**src/pcrc_pkg.sv**
```systemverilog
// Package of the programmable checksum generator: register indices,
// field positions, reset values, FIFO limits and engine states.
// Assumes a 16-bit register port addressed by word index.
`default_nettype none
package pcrc_pkg;
    // Port and datapath widths
    localparam int unsigned ADDR_W  = 4;
    localparam int unsigned DATA_W  = 16;
    localparam int unsigned WORD_W  = 32;
    localparam int unsigned FIELD_W = 5;
    localparam int unsigned DEPTH   = 16;
    localparam int unsigned PTR_W   = 4;
    // Register indices on the register port
    localparam logic [3:0] REG_CTRL_LO  = 4'h0;
    localparam logic [3:0] REG_CTRL_HI  = 4'h1;
    localparam logic [3:0] REG_POLY_LO  = 4'h2;
    localparam logic [3:0] REG_POLY_HI  = 4'h3;
    localparam logic [3:0] REG_DATA_LO  = 4'h4;
    localparam logic [3:0] REG_DATA_HI  = 4'h5;
    localparam logic [3:0] REG_RES_LO   = 4'h6;
    localparam logic [3:0] REG_RES_HI   = 4'h7;
    localparam logic [3:0] REG_IRQ_STAT = 4'h8;
    localparam logic [3:0] REG_IRQ_MASK = 4'h9;
    // Control-low bit positions
    localparam int unsigned BIT_ENABLE = 15;
    localparam int unsigned BIT_SIDL   = 13;
    localparam int unsigned BIT_FULL   = 7;
    localparam int unsigned BIT_EMPTY  = 6;
    localparam int unsigned BIT_ISEL   = 5;
    localparam int unsigned BIT_GO     = 4;
    localparam int unsigned BIT_LEND   = 3;
    localparam int unsigned BIT_MODE   = 2;
    // Control-high field positions
    localparam int unsigned DW_LSB = 8;
    localparam int unsigned PL_LSB = 0;
    // Interrupt status bits
    localparam int unsigned IRQ_W   = 2;
    localparam int unsigned IRQ_CRC = 0;
    localparam int unsigned IRQ_OVF = 1;
    // FIFO capacity against polynomial length
    localparam logic [4:0] PLEN_LONG_MIN = 5'h07;
    localparam logic [4:0] CAP_LONG      = 5'h08;
    localparam logic [4:0] CAP_SHORT     = 5'h10;
    // Data widths above this index take two writes per word
    localparam logic [4:0] DW_NARROW_MAX = 5'h0F;
    // Reset values
    localparam logic [15:0] REG16_RST = 16'h0000;
    localparam logic [31:0] CRC_RST   = 32'h0000_0000;
    // Shift engine states
    typedef enum logic {ST_IDLE, ST_SHIFT} pcrc_state_type;
endpackage : pcrc_pkg
`default_nettype wire

```
**src/pcrc_word_if.sv**
```systemverilog
// Word handshake between the FIFO control and the shift engine.
// Assumes both ends share one clock; a word moves when valid and ready.
`timescale 1ns/100ps
`default_nettype none
interface pcrc_word_if #(parameter int unsigned W = 32);
    logic         valid;   // Word on data is usable
    logic         ready;   // Engine can take a word
    logic [W-1:0] data;    // The data word
    modport src (output valid, output data, input ready);
    modport dst (input valid, input data, output ready);
endinterface : pcrc_word_if
`default_nettype wire

```
**src/pcrc_fifo_mem.sv**
```systemverilog
// Word store of the data FIFO, one write and one registered read port.
// Assumes the caller keeps pointers and never reads an unwritten slot.
`timescale 1ns/100ps
`default_nettype none
module pcrc_fifo_mem #(
    parameter int unsigned WIDTH = 32,
    parameter int unsigned DEPTH = 16,
    parameter int unsigned AW    = 4
) (
    input  wire logic             clk_in,
    input  wire logic             rst_n_in,
    input  wire logic             we_in,
    input  wire logic [AW-1:0]    waddr_in,
    input  wire logic [WIDTH-1:0] wdata_in,
    input  wire logic [AW-1:0]    raddr_in,
    output logic      [WIDTH-1:0] rdata_out
);
    logic [WIDTH-1:0] mem_reg [DEPTH];   // Storage, no reset needed

    // Write port
    always_ff @(posedge clk_in)
    begin
        if (we_in)
            mem_reg[waddr_in] <= wdata_in;
    end

    // Read data always from a register
    always_ff @(posedge clk_in or negedge rst_n_in)
    begin
        if (!rst_n_in)
            rdata_out <= '0;
        else
            rdata_out <= mem_reg[raddr_in];
    end
endmodule : pcrc_fifo_mem
`default_nettype wire

```
**src/pcrc_shifter.sv**
```systemverilog
// Serial shift engine: folds one data bit per clock into the checksum.
// Assumes configuration stays steady while a word is shifting.
`timescale 1ns/100ps
`default_nettype none
module pcrc_shifter (
    input  wire logic        clk_in,
    input  wire logic        rst_n_in,
    input  wire logic        halt_in,      // Freeze, keep state
    input  wire logic        flush_in,     // Abort the word
    input  wire logic [31:0] poly_in,
    input  wire logic [4:0]  plen_in,
    input  wire logic [4:0]  dwidth_in,
    input  wire logic        lsb_first_in,
    input  wire logic        alt_mode_in,
    input  wire logic        seed_lo_we_in,
    input  wire logic        seed_hi_we_in,
    input  wire logic [15:0] seed_in,
    pcrc_word_if.dst         word_if,
    output logic      [31:0] crc_out,
    output logic             busy_out,
    output logic             done_out
);
    pcrc_pkg::pcrc_state_type state_reg;   // Engine state
    logic [31:0] shift_reg;                 // Word being shifted
    logic [4:0]  cnt_reg;                   // Bit index within word
    logic [31:0] mask;                      // Bits inside the length
    logic [31:0] poly_eff;                  // Taps with x^0 always on
    logic [4:0]  sel;                       // Bit to feed next
    logic        in_bit;
    logic        top_bit;
    logic        fb;
    logic [31:0] crc_next;
    logic        last_bit;
    logic        stepping;

    // One mask bit per polynomial position
    for (genvar i = 0; i < 32; i++)
    begin : g_mask
        assign mask[i] = (5'(i) <= plen_in);
    end

    assign poly_eff      = {poly_in[31:1], 1'b1} & mask;
    assign sel           = lsb_first_in ? cnt_reg : 5'(dwidth_in - cnt_reg);
    assign in_bit        = shift_reg[sel];
    assign top_bit       = crc_out[plen_in];
    assign fb            = alt_mode_in ? (top_bit ^ in_bit) : top_bit;
    assign crc_next      = alt_mode_in
                         ? ({crc_out[30:0], 1'b0} ^ (fb ? poly_eff : '0))
                           & mask
                         : ({crc_out[30:0], in_bit} ^ (fb ? poly_eff : '0))
                           & mask;
    assign stepping      = (state_reg == pcrc_pkg::ST_SHIFT) && !halt_in
                           && !flush_in;
    assign last_bit      = stepping && (cnt_reg == dwidth_in);
    assign word_if.ready = (state_reg == pcrc_pkg::ST_IDLE) && !halt_in
                           && !flush_in;
    assign busy_out      = (state_reg == pcrc_pkg::ST_SHIFT);

    // Engine sequencing and checksum update
    always_ff @(posedge clk_in or negedge rst_n_in)
    begin
        if (!rst_n_in)
        begin
            state_reg <= pcrc_pkg::ST_IDLE;
            shift_reg <= '0;
            cnt_reg   <= '0;
            crc_out   <= pcrc_pkg::CRC_RST;
            done_out  <= 1'b0;
        end
        else
        begin
            done_out <= last_bit;
            case (state_reg)
                pcrc_pkg::ST_IDLE:
                begin
                    // Seeding the result only between words
                    if (seed_lo_we_in)
                        crc_out[15:0] <= seed_in;
                    if (seed_hi_we_in)
                        crc_out[31:16] <= seed_in;
                    if (word_if.valid && word_if.ready)
                    begin
                        shift_reg <= word_if.data;
                        cnt_reg   <= '0;
                        state_reg <= pcrc_pkg::ST_SHIFT;
                    end
                end
                pcrc_pkg::ST_SHIFT:
                begin
                    if (flush_in)
                        state_reg <= pcrc_pkg::ST_IDLE;
                    else if (stepping)
                    begin
                        crc_out <= crc_next;
                        cnt_reg <= 5'(cnt_reg + 5'h01);
                        if (last_bit)
                            state_reg <= pcrc_pkg::ST_IDLE;
                    end
                end
                default: state_reg <= pcrc_pkg::ST_IDLE;
            endcase
        end
    end
endmodule : pcrc_shifter
`default_nettype wire

```
**src/pcrc_top.sv**
```systemverilog
// Top of the programmable checksum generator: register port, data FIFO
// control, interrupt logic and the shift engine.
// Assumes a single 125 MHz clock and a register master that never waits.
//
// The register addresses and the plain strobed port were left to the implementer.
`timescale 1ns/100ps
`default_nettype none
module pcrc_top (
    input  wire logic        core_clk_in,
    input  wire logic        rst_b_in,
    input  wire logic        idle_mode_in,   // Device is in idle mode
    input  wire logic [3:0]  reg_addr_in,
    input  wire logic [15:0] reg_wdata_in,
    input  wire logic        reg_wr_in,
    input  wire logic        reg_rd_in,
    output logic      [15:0] reg_rdata_out,
    output logic             irq_out
);
    // Reset synchroniser
    logic rst_meta_reg;
    logic rst_n;

    // Control and configuration state
    logic        module_enable_reg;
    logic        stop_in_idle_reg;
    logic        irq_cause_select_reg;
    logic        shifter_start_reg;
    logic        shift_direction_reg;
    logic        calc_variant_reg;
    logic [4:0]  data_width_field_reg;
    logic [4:0]  poly_length_field_reg;
    logic [15:0] poly_lo_reg;        // Bit 0 kept zero
    logic [15:0] poly_hi_reg;
    logic [15:0] hold_lo_reg;        // Low half of a wide data word
    logic [1:0]  irq_stat_reg;
    logic [1:0]  irq_mask_reg;
    logic [1:0]  irq_stat_next;

    // FIFO pointers and count
    logic [3:0]  wr_ptr_reg;
    logic [3:0]  rd_ptr_reg;
    logic [4:0]  fifo_word_count_reg;
    logic        stale_reg;          // Read register not yet current
    logic [4:0]  count_next;

    // Decodes
    wire wr_ctrl_lo = reg_wr_in && (reg_addr_in == pcrc_pkg::REG_CTRL_LO);
    wire wr_ctrl_hi = reg_wr_in && (reg_addr_in == pcrc_pkg::REG_CTRL_HI);
    wire wr_poly_lo = reg_wr_in && (reg_addr_in == pcrc_pkg::REG_POLY_LO);
    wire wr_poly_hi = reg_wr_in && (reg_addr_in == pcrc_pkg::REG_POLY_HI);
    wire wr_data_lo = reg_wr_in && (reg_addr_in == pcrc_pkg::REG_DATA_LO);
    wire wr_data_hi = reg_wr_in && (reg_addr_in == pcrc_pkg::REG_DATA_HI);
    wire wr_res_lo  = reg_wr_in && (reg_addr_in == pcrc_pkg::REG_RES_LO);
    wire wr_res_hi  = reg_wr_in && (reg_addr_in == pcrc_pkg::REG_RES_HI);
    wire wr_mask    = reg_wr_in && (reg_addr_in == pcrc_pkg::REG_IRQ_MASK);
    wire rd_stat    = reg_rd_in && (reg_addr_in == pcrc_pkg::REG_IRQ_STAT);

    // Operating conditions
    wire halt  = !module_enable_reg
               || (stop_in_idle_reg && idle_mode_in);
    wire flush = !module_enable_reg;

    // FIFO capacity follows the polynomial length
    wire [4:0] fifo_cap = (poly_length_field_reg >= pcrc_pkg::PLEN_LONG_MIN)
                        ? pcrc_pkg::CAP_LONG : pcrc_pkg::CAP_SHORT;
    wire fifo_full_flag  = (fifo_word_count_reg >= fifo_cap);
    wire fifo_empty_flag = (fifo_word_count_reg == 5'h00);

    // Narrow words go in with one write, wide words with the high write
    wire narrow   = (data_width_field_reg <= pcrc_pkg::DW_NARROW_MAX);
    wire push_req = module_enable_reg
                  && (narrow ? wr_data_lo : wr_data_hi);
    wire push     = push_req && !fifo_full_flag;
    wire overflow = push_req && fifo_full_flag;
    wire [31:0] push_word = narrow ? {16'h0000, reg_wdata_in}
                                   : {reg_wdata_in, hold_lo_reg};

    // Word channel toward the engine
    pcrc_word_if #(.W(pcrc_pkg::WORD_W)) word_ch ();
    assign word_ch.valid = !fifo_empty_flag && !stale_reg
                         && shifter_start_reg && !halt;
    wire pop = word_ch.valid && word_ch.ready;

    // Engine results
    logic [31:0] crc_value;
    logic        engine_busy;
    logic        engine_done;

    // Interrupt causes
    wire empty_evt = pop && (fifo_word_count_reg == 5'h01) && !push;
    wire done_evt  = engine_done && fifo_empty_flag && !push;
    wire crc_evt   = irq_cause_select_reg ? empty_evt : done_evt;
    wire [1:0] irq_set = {overflow, crc_evt};

    // Read-back images
    wire [15:0] ctrl_lo_img = {module_enable_reg, 1'b0, stop_in_idle_reg,
                               fifo_word_count_reg, fifo_full_flag,
                               fifo_empty_flag, irq_cause_select_reg,
                               shifter_start_reg, shift_direction_reg,
                               calc_variant_reg, 2'b00};
    wire [15:0] ctrl_hi_img = {3'b000, data_width_field_reg,
                               3'b000, poly_length_field_reg};

    // Read multiplexer; unmapped indices read zero
    logic [15:0] rd_mux;
    always_comb
    begin
        case (reg_addr_in)
            pcrc_pkg::REG_CTRL_LO:  rd_mux = ctrl_lo_img;
            pcrc_pkg::REG_CTRL_HI:  rd_mux = ctrl_hi_img;
            pcrc_pkg::REG_POLY_LO:  rd_mux = poly_lo_reg;
            pcrc_pkg::REG_POLY_HI:  rd_mux = poly_hi_reg;
            pcrc_pkg::REG_RES_LO:   rd_mux = crc_value[15:0];
            pcrc_pkg::REG_RES_HI:   rd_mux = crc_value[31:16];
            pcrc_pkg::REG_IRQ_STAT: rd_mux = {14'h0000, irq_stat_reg};
            pcrc_pkg::REG_IRQ_MASK: rd_mux = {14'h0000, irq_mask_reg};
            default:                rd_mux = pcrc_pkg::REG16_RST;
        endcase
    end

    // Count update and sticky status; a new event beats the read clear
    assign count_next    = 5'(fifo_word_count_reg + {4'h0, push}
                              - {4'h0, pop});
    assign irq_stat_next = (rd_stat ? 2'b00 : irq_stat_reg) | irq_set;
    assign irq_out       = |(irq_stat_reg & irq_mask_reg);

    // Reset release through two flops
    always_ff @(posedge core_clk_in or negedge rst_b_in)
    begin
        if (!rst_b_in)
        begin
            rst_meta_reg <= 1'b0;
            rst_n        <= 1'b0;
        end
        else
        begin
            rst_meta_reg <= 1'b1;
            rst_n        <= rst_meta_reg;
        end
    end

    // Control register writes
    always_ff @(posedge core_clk_in or negedge rst_n)
    begin
        if (!rst_n)
        begin
            module_enable_reg     <= 1'b0;
            stop_in_idle_reg      <= 1'b0;
            irq_cause_select_reg  <= 1'b0;
            shift_direction_reg   <= 1'b0;
            calc_variant_reg      <= 1'b0;
            data_width_field_reg  <= '0;
            poly_length_field_reg <= '0;
            poly_lo_reg           <= pcrc_pkg::REG16_RST;
            poly_hi_reg           <= pcrc_pkg::REG16_RST;
            irq_mask_reg          <= '0;
        end
        else
        begin
            if (wr_ctrl_lo)
            begin
                module_enable_reg    <= reg_wdata_in[pcrc_pkg::BIT_ENABLE];
                stop_in_idle_reg     <= reg_wdata_in[pcrc_pkg::BIT_SIDL];
                irq_cause_select_reg <= reg_wdata_in[pcrc_pkg::BIT_ISEL];
                shift_direction_reg  <= reg_wdata_in[pcrc_pkg::BIT_LEND];
                calc_variant_reg     <= reg_wdata_in[pcrc_pkg::BIT_MODE];
            end
            if (wr_ctrl_hi)
            begin
                data_width_field_reg  <= reg_wdata_in[pcrc_pkg::DW_LSB +:
                                                      pcrc_pkg::FIELD_W];
                poly_length_field_reg <= reg_wdata_in[pcrc_pkg::PL_LSB +:
                                                      pcrc_pkg::FIELD_W];
            end
            if (wr_poly_lo)
                poly_lo_reg <= {reg_wdata_in[15:1], 1'b0};
            if (wr_poly_hi)
                poly_hi_reg <= reg_wdata_in;
            if (wr_mask)
                irq_mask_reg <= reg_wdata_in[1:0];
        end
    end

    // Start bit: software set wins over the hardware clear
    always_ff @(posedge core_clk_in or negedge rst_n)
    begin
        if (!rst_n)
            shifter_start_reg <= 1'b0;
        else if (wr_ctrl_lo)
            shifter_start_reg <= reg_wdata_in[pcrc_pkg::BIT_GO];
        else if (done_evt || flush)
            shifter_start_reg <= 1'b0;
    end

    // FIFO pointers, count and wide-word holding half
    always_ff @(posedge core_clk_in or negedge rst_n)
    begin
        if (!rst_n)
        begin
            wr_ptr_reg          <= '0;
            rd_ptr_reg          <= '0;
            fifo_word_count_reg <= '0;
            stale_reg           <= 1'b1;
            hold_lo_reg         <= pcrc_pkg::REG16_RST;
        end
        else if (flush)
        begin
            wr_ptr_reg          <= '0;
            rd_ptr_reg          <= '0;
            fifo_word_count_reg <= '0;
            stale_reg           <= 1'b1;
        end
        else
        begin
            if (wr_data_lo)
                hold_lo_reg <= reg_wdata_in;
            if (push)
                wr_ptr_reg <= 4'(wr_ptr_reg + 4'h1);
            if (pop)
                rd_ptr_reg <= 4'(rd_ptr_reg + 4'h1);
            fifo_word_count_reg <= count_next;
            stale_reg <= pop || (push && fifo_empty_flag);
        end
    end

    // Sticky interrupt status and read data
    always_ff @(posedge core_clk_in or negedge rst_n)
    begin
        if (!rst_n)
        begin
            irq_stat_reg  <= '0;
            reg_rdata_out <= pcrc_pkg::REG16_RST;
        end
        else
        begin
            irq_stat_reg  <= irq_stat_next;
            reg_rdata_out <= reg_rd_in ? rd_mux : pcrc_pkg::REG16_RST;
        end
    end

    // Word store
    pcrc_fifo_mem #(
        .WIDTH (pcrc_pkg::WORD_W),
        .DEPTH (pcrc_pkg::DEPTH),
        .AW    (pcrc_pkg::PTR_W)
    ) u_mem (
        .clk_in    (core_clk_in),
        .rst_n_in  (rst_n),
        .we_in     (push),
        .waddr_in  (wr_ptr_reg),
        .wdata_in  (push_word),
        .raddr_in  (rd_ptr_reg),
        .rdata_out (word_ch.data)
    );

    // Shift engine
    pcrc_shifter u_shift (
        .clk_in        (core_clk_in),
        .rst_n_in      (rst_n),
        .halt_in       (halt),
        .flush_in      (flush),
        .poly_in       ({poly_hi_reg, poly_lo_reg}),
        .plen_in       (poly_length_field_reg),
        .dwidth_in     (data_width_field_reg),
        .lsb_first_in  (shift_direction_reg),
        .alt_mode_in   (calc_variant_reg),
        .seed_lo_we_in (wr_res_lo),
        .seed_hi_we_in (wr_res_hi),
        .seed_in       (reg_wdata_in),
        .word_if       (word_ch),
        .crc_out       (crc_value),
        .busy_out      (engine_busy),
        .done_out      (engine_done)
    );
endmodule : pcrc_top
`default_nettype wire

```
**config.mk**
```make
export PLATFORM = sky130hd
export DESIGN_NAME = pcrc_top
export DESIGN_NICKNAME = d
export VERILOG_FILES = /design/src/pcrc_pkg.sv /design/src/pcrc_word_if.sv /design/src/pcrc_fifo_mem.sv /design/src/pcrc_shifter.sv /design/src/pcrc_top.sv
export SDC_FILE = /design/constraint.sdc
export NUM_CORES = 1
export LEC_CHECK = 0
export ABC_AREA = 0
export BUFFER_PORTS_ARGS = -buffer_cell sky130_fd_sc_hd__buf_2
export CORE_MARGIN = 4
export CORE_UTILIZATION = 45
export DETAILED_ROUTE_END_ITERATION = 16
export SYNTH_ARGS = -nofsm -noshare
export SYNTH_HDL_FRONTEND = slang
export SYNTH_SLANG_ARGS = --single-unit
```
**constraint.sdc**
```tcl
create_clock -name core_clk_in -period 7 [get_ports core_clk_in]
set_clock_uncertainty 0.05 [all_clocks]
set_input_delay 1.05 -clock core_clk_in [delete_from_list [all_inputs] [get_ports core_clk_in]]
set_output_delay 1.05 -clock core_clk_in [all_outputs]
set_load 0.1 [all_outputs]
```
==> results of run 1 <==
==> worst max-delay path, stage by stage, from the launching register on <==
cell and delay, ns:
dfrtp_1 0.60, ha_1 0.74, nand2b_1 0.30, and2_0 0.35, o22ai_1 0.22, nand3_1 0.10
a2111o_1 0.48, o2111ai_2 0.11, buf_4 0.28, xor2_4 1.01, a21oi_1 0.16, a311o_1 0.36
==> cells in the final DEF (no fill, tap or decap), drive strengths merged, types with 29 or more instances in the layout <==
| master | synthesis | layout |
|---|---|---|
| edfxtp | 512 | 512 |
| dfrtp | 201 | 201 |
| nand2 | 176 | 176 |
| mux4 | 170 | 170 |
| clkbuf | 76 | 112 |
| mux2 | 83 | 83 |
| buf | 32 | 80 |
| nor2 | 58 | 58 |
| o21ai | 48 | 48 |
| a21oi | 42 | 42 |
| and2 | 37 | 37 |
| a22oi | 36 | 36 |
| inv | 27 | 29 |
==> cells by family (layout without fill, tap and decap cells) <==
logic type | after synthesis | in the layout | share of synthesized area (%)
buffers and inverters | 135 | 245 | 1.82
and+or+nand+nor | 427 | 427 | 7.03
other | 1 | 2 | 0.0125
adders and majority gates | 20 | 20 | 0.884
muxes | 269 | 269 | 16.4
AOI/OAI and AO/OA | 238 | 238 | 5.27
xor gates and xnor gates | 15 | 15 | 0.438
DFF | 714 | 714 | 68.1
==> routing by layer <==
layer,wire (um),up-vias,global-route usage (%),part of all wire (%)
li1,-,7253,-,-
met2,36700,610,34.7,48
met3,4810,134,3.83,6.3
met5,0,-,0,0
met4,2170,0,6.80,2.9
met1,32200,8822,30.4,42
==> per-stage QoR <==
stage               std cells  hold WS, ns
finish                   2794        0.149
global route             2793        0.122
CTS                      2793        0.114
detailed placement       2655        0.266
global placement         2655        0.258
floorplan                1819        0.281
==> power groups by stage <==
stage	combinational, uW	clock [uW]	sequential [uW]
5_1_grt	1230	4090	5070
4_1_cts	1130	3890	5040
6_report	1130	3820	5050
3_3_place_gp	1090	0	5120
2_1_floorplan	844	0	5050
3_5_place_dp	1130	0	5130
==> final timing paths <==
| check | start | endpoint | slack (ns) | depth (start not counted) |
|---|---|---|---|---|
| min in group core_clk_in | rst_meta_reg$_DFF_PN0_ | rst_n$_DFF_PN0_ | 0.30 | 0 |
| hold reg to reg | rst_n$_DFF_PN0_ | reg_rdata_out[13]$_DFF_PN0_ | 0.24 | 0 |
| setup / recovery | u_shift.cnt_reg[0]$_DFFE_PN0P_ | u_shift.crc_out[6]$_DFFE_PN0P_ | 2.11 | 11 |
| max in group asynchronous | rst_n$_DFF_PN0_ | rd_ptr_reg[0]$_DFFE_PN0P_ | 5.14 | 1 |
| hold / removal | rst_b_in | rst_n$_DFF_PN0_ | 0.15 | 1 |
| setup reg to reg | u_shift.cnt_reg[0]$_DFFE_PN0P_ | u_shift.crc_out[6]$_DFFE_PN0P_ | 2.11 | 11 |
==> final cells by class <==
| class | count | area share (%) |
|---|---|---|
| repair buffers | 80 | 1.56 |
| clock inverters | 26 | 0.670 |
| clock buffers | 112 | 6.36 |
| inverters | 27 | 0.301 |
| diodes | 1 | 0.00744 |
| well taps | 864 | 3.22 |
| multi-input cells | 970 | 27.1 |
| flip-flops and latches | 714 | 60.8 |
==> flow_metrics.tcl, run 1 <==
set metrics [dict create \
    stdcell_area_mm2 0.0336 \
    num-fill-cells 5384 \
    critPathMaxFanout 38 \
    dieHeight_um 266 \
    hp-class "in -> async" \
    outcome "complete, no violations" \
    die_w_um 266 \
    wl_mm 75.8 \
    drc 0 \
    hold_viol 0 \
    netlist.area_leader.share_pct 51.3 \
    syn_inst 1819 \
    tightest_slew_ns 1.28 \
    num_rows 94 \
    dieArea_mm2 0.0708 \
    largest_register_ff_count 512 \
    nets 1915 \
    dpl.hpwl_mm 43.4 \
    switching_share_pct 25.9 \
    cp.required_ns 7.45 \
    switchingPower_uw 2590 \
    grt_pass1_wl_mm 114 \
    port_buffers 41 \
    clk_latency_ns 0.63 \
    grt_max_degree 172 \
    synth_cell_types 74 \
    ys.flop_type "edfxtp_1" \
    drive_above_1_share_pct 24.3 \
    cts_sinks 714 \
    fin_total_pwr_uw 10000 \
    period_share_pct 69.8 \
    postPlaceCellArea_mm2 0.0313 \
    rsz0062_at_grt "no" \
    power_density_mw_per_mm2 298 \
    areaGrowthSynthToFinish_pct 12.1 \
    power_frac_comb_pct 11.3 \
    relSlewSlack_pct 14.5 \
    cp-start-kind "flop" \
    clockBufferDepth 3 \
    maxCapViolCount 0 \
    ctsResizeCount 0 \
    slew_viol_final 0 \
    cts_inserted_buffers 77 \
    yosysTopAreaCell "edfxtp_1" \
    fin_crit_ns 4.89 \
    yosys-top-cells-count "edfxtp_1 (512), dfrtp_1 (201), nand2_1 (176), mux4_2 (170), mux2_2 (83)" \
    firstDrtPassIters 6 \
    gp_congestion 0.877 \
    worstSetupPathType "reg -> reg" \
    syn-num-nets 1864 \
    grt_pass1_vias 17211 \
    cts_root_buffer "clkbuf_16" \
    ys_async_sr_fraction_pct 28.3 \
    timing.final.ws_setup_ns 2.11 \
    drtAntennaViolNets 0 \
    cp.arrival_ns 5.34 \
    route.vias.total 16819 \
    core_area_mm2 0.0659 \
    cts_tree "done" \
    clockPowerShare_pct 38.2 \
    start_util_pct 45.5 \
    synth_area_leaders "edfxtp_1 (51%), dfrtp_1 (17%), mux4_2 (13%)" \
    syn_avg_cell_area_um2 16.5 \
    gr-usage-all-layers_pct 21.6 \
    ys_ff_latch 714 \
    internal-power_uw 7410 \
    multi_input_area_mm2 0.00910 \
    setup_violations 0 \
    antenna_found_initial 5 \
    htreeDepth 3 \
    ys_warn_count 0 \
    p_leak_uw 0.0117 \
    clkTransAtPathRegs_ns 0.05 \
    synthesis.area_mm2 0.0300 \
    ys_seq_area_share_pct 68.1 \
    seqPwrFrac_pct 50.5 \
    routedWlPerCell_um 27.1 \
    synth_edf_count 512 \
    worstSetupEndpointType "flop" \
    io_pins 42 \
    tns_ns 0 \
    final_util_pct 51.0 \
    routed_via_density 6.02 \
    clock.fmax_mhz 205 \
    post-cts-setup-buffer-count 0 \
    seq_area_mm2 0.0204 \
    peakVddDrop_v 0.000199 \
    holdBufCountCts 0 \
    synthMostInstantiatedCell "edfxtp_1" \
    drt-initial-drc-count 1813 \
    place_ws_ns 2.16 \
    overflow 0 \
]
Note: power is estimated with default switching activity, not from simulation.
==> inputs of run 2 (changes only) <==
clock period = 4 ns   (was 7 ns; I/O delays follow)
==> flow_metrics.tcl, run 2 (same netlist as run 1, synthesis figures left out) <==
set metrics [dict create \
    outcome "complete, no violations" \
    die_w_um 266 \
    cp.required_ns 4.45 \
    largest_register_ff_count 512 \
    clk_latency_ns 0.62 \
    fin_total_pwr_uw 18300 \
    cpPeakStageDelay_ns 0.48 \
    power_density_mw_per_mm2 529 \
    routedWlPerCell_um 26.8 \
    layout_common_cells "edfxtp_1 (512), dfrtp_1 (195), nand2_1 (176), mux4_2 (170), mux2_2 (83)" \
    port_buffers 41 \
    hold_viol 0 \
    start_util_pct 45.5 \
    cts_root_buffer "clkbuf_16" \
    antenna_found_initial 4 \
    critPathMaxFanout 16 \
    period_share_pct 95.0 \
    cts_sinks 714 \
    setup_violations 0 \
    areaGrowthSynthToFinish_pct 15.2 \
    r2r-end "u_shift.crc_out[3]$_DFFE_PN0P_" \
    wl_mm 76.6 \
    hp-class "in -> async" \
    critical_path.top_delay_family "compound AO/OA/AOI/OAI gates" \
    cp-startpoint "data_width_field_reg[0]$_DFFE_PN0P_" \
    dieArea_mm2 0.0708 \
    drive_above_1_share_pct 26.8 \
    maxCapViolCount 0 \
    slew_viol_final 0 \
    cts_tree "done" \
    nets 1967 \
    gp_congestion 0.885 \
    cts_inserted_buffers 78 \
    grt_pass1_vias 17625 \
    tightest_slew_ns 1.16 \
    cpMostUsedCell "a21oi_1" \
    tns_ns 0 \
    worstSetupEndpointType "flop" \
    critPathBufInv 2 \
    dpl.hpwl_mm 45.9 \
    crit_slowest_cell "fa_1" \
    routed_via_density 5.96 \
    peakVddDrop_v 0.000389 \
    clkTransAtPathRegs_ns 0.06 \
    r2r_slack_ns 0.20 \
    rsz0062_at_grt "no" \
    io_pins 42 \
    grt_max_degree 88 \
    num_rows 94 \
    grt_pass1_wl_mm 116 \
    postPlaceCellArea_mm2 0.0319 \
    reg2regPathDepth 13 \
    cp-start-kind "flop" \
    relSlewSlack_pct 23.0 \
    r2r-start "data_width_field_reg[0]$_DFFE_PN0P_" \
    route.vias.total 17003 \
    clock.fmax_mhz 263 \
    final_common_cell "edfxtp_1" \
    firstDrtPassIters 5 \
    overflow 0 \
    worstSetupPathType "reg -> reg" \
    htreeDepth 3 \
    drtAntennaViolNets 0 \
    clockBufferDepth 3 \
    fin_crit_ns 3.80 \
    drt-initial-drc-count 1817 \
    dieHeight_um 266 \
    drc 0 \
    stdcell_area_mm2 0.0346 \
    worstSetupEndpoint "u_shift.crc_out[3]$_DFFE_PN0P_" \
    core_area_mm2 0.0659 \
    cp.arrival_ns 4.25 \
    crit_cells 13 \
    p_leak_uw 0.0121 \
    crit_chain "inv_1 -> ha_1 -> fa_1 -> or2_1 -> o22ai_1 -> a21oi_1 -> o32a_1 -> mux2i_1 -> o2111ai_2 -> xor2_4 -> buf_6 -> a21oi_1 -> a311o_1" \
    gr-usage-all-layers_pct 21.9 \
]
## run 2: final cells by class
class                   count  area (um^2)
well taps                 864         1080
diodes                      1         2.50
inverters                  27          101
clock buffers             119         2270
fillers                  5301        31300
multi-input cells         970         9100
repair buffers            131         1190
flip-flops and latches    714        20400
clock inverters            26          377
## run 2: worst min-delay path by stage
stage	to	from	depth (start not counted)
CTS	rst_n$_DFF_PN0_	rst_b_in	2
floorplan	rst_meta_reg$_DFF_PN0_	rst_b_in	0
global placement	rst_n$_DFF_PN0_	rst_meta_reg$_DFF_PN0_	0
detailed placement	rst_n$_DFF_PN0_	rst_meta_reg$_DFF_PN0_	0
global route	rst_n$_DFF_PN0_	rst_b_in	2
finish	rst_n$_DFF_PN0_	rst_b_in	2
## run 2: per-layer routing
layer  up-vias  GRT usage, %  wire length, um  share of wire, %
met5         -             0                0                 0
met4         0          7.29             2330               3.0
met3       145          3.64             4310               5.6
met2       603          36.1            37800                49
met1      8885          30.0            32100                42
li1       7370             -                -                 -
## run 2: through the flow
stage | std cells | setup WS [ns] | hold WS (ns) | util (%)
after floorplan | 1819 | -1.78 | 0.254 | -
after global placement | 2704 | 0.166 | 0.285 | 48.4
after detailed placement | 2704 | 0.138 | 0.289 | 48.4
after CTS | 2850 | 0.107 | 0.209 | 52.5
after global routing | 2851 | 0.00863 | 0.227 | 52.5
final | 2852 | 0.200 | 0.240 | 52.5
## run 2: power breakdown
part,internal (uW),switching (uW)
sequential,8430,373
combinational,855,1310
clock,4400,2910
## run 2: timing repair
item / CTS / global route
hold buffers: 1 / 0
resized for setup: 0 / 1
setup endpoints to repair: 0 / 6
hold endpoints to repair: 2 / 0
setup buffers: 0 / 1
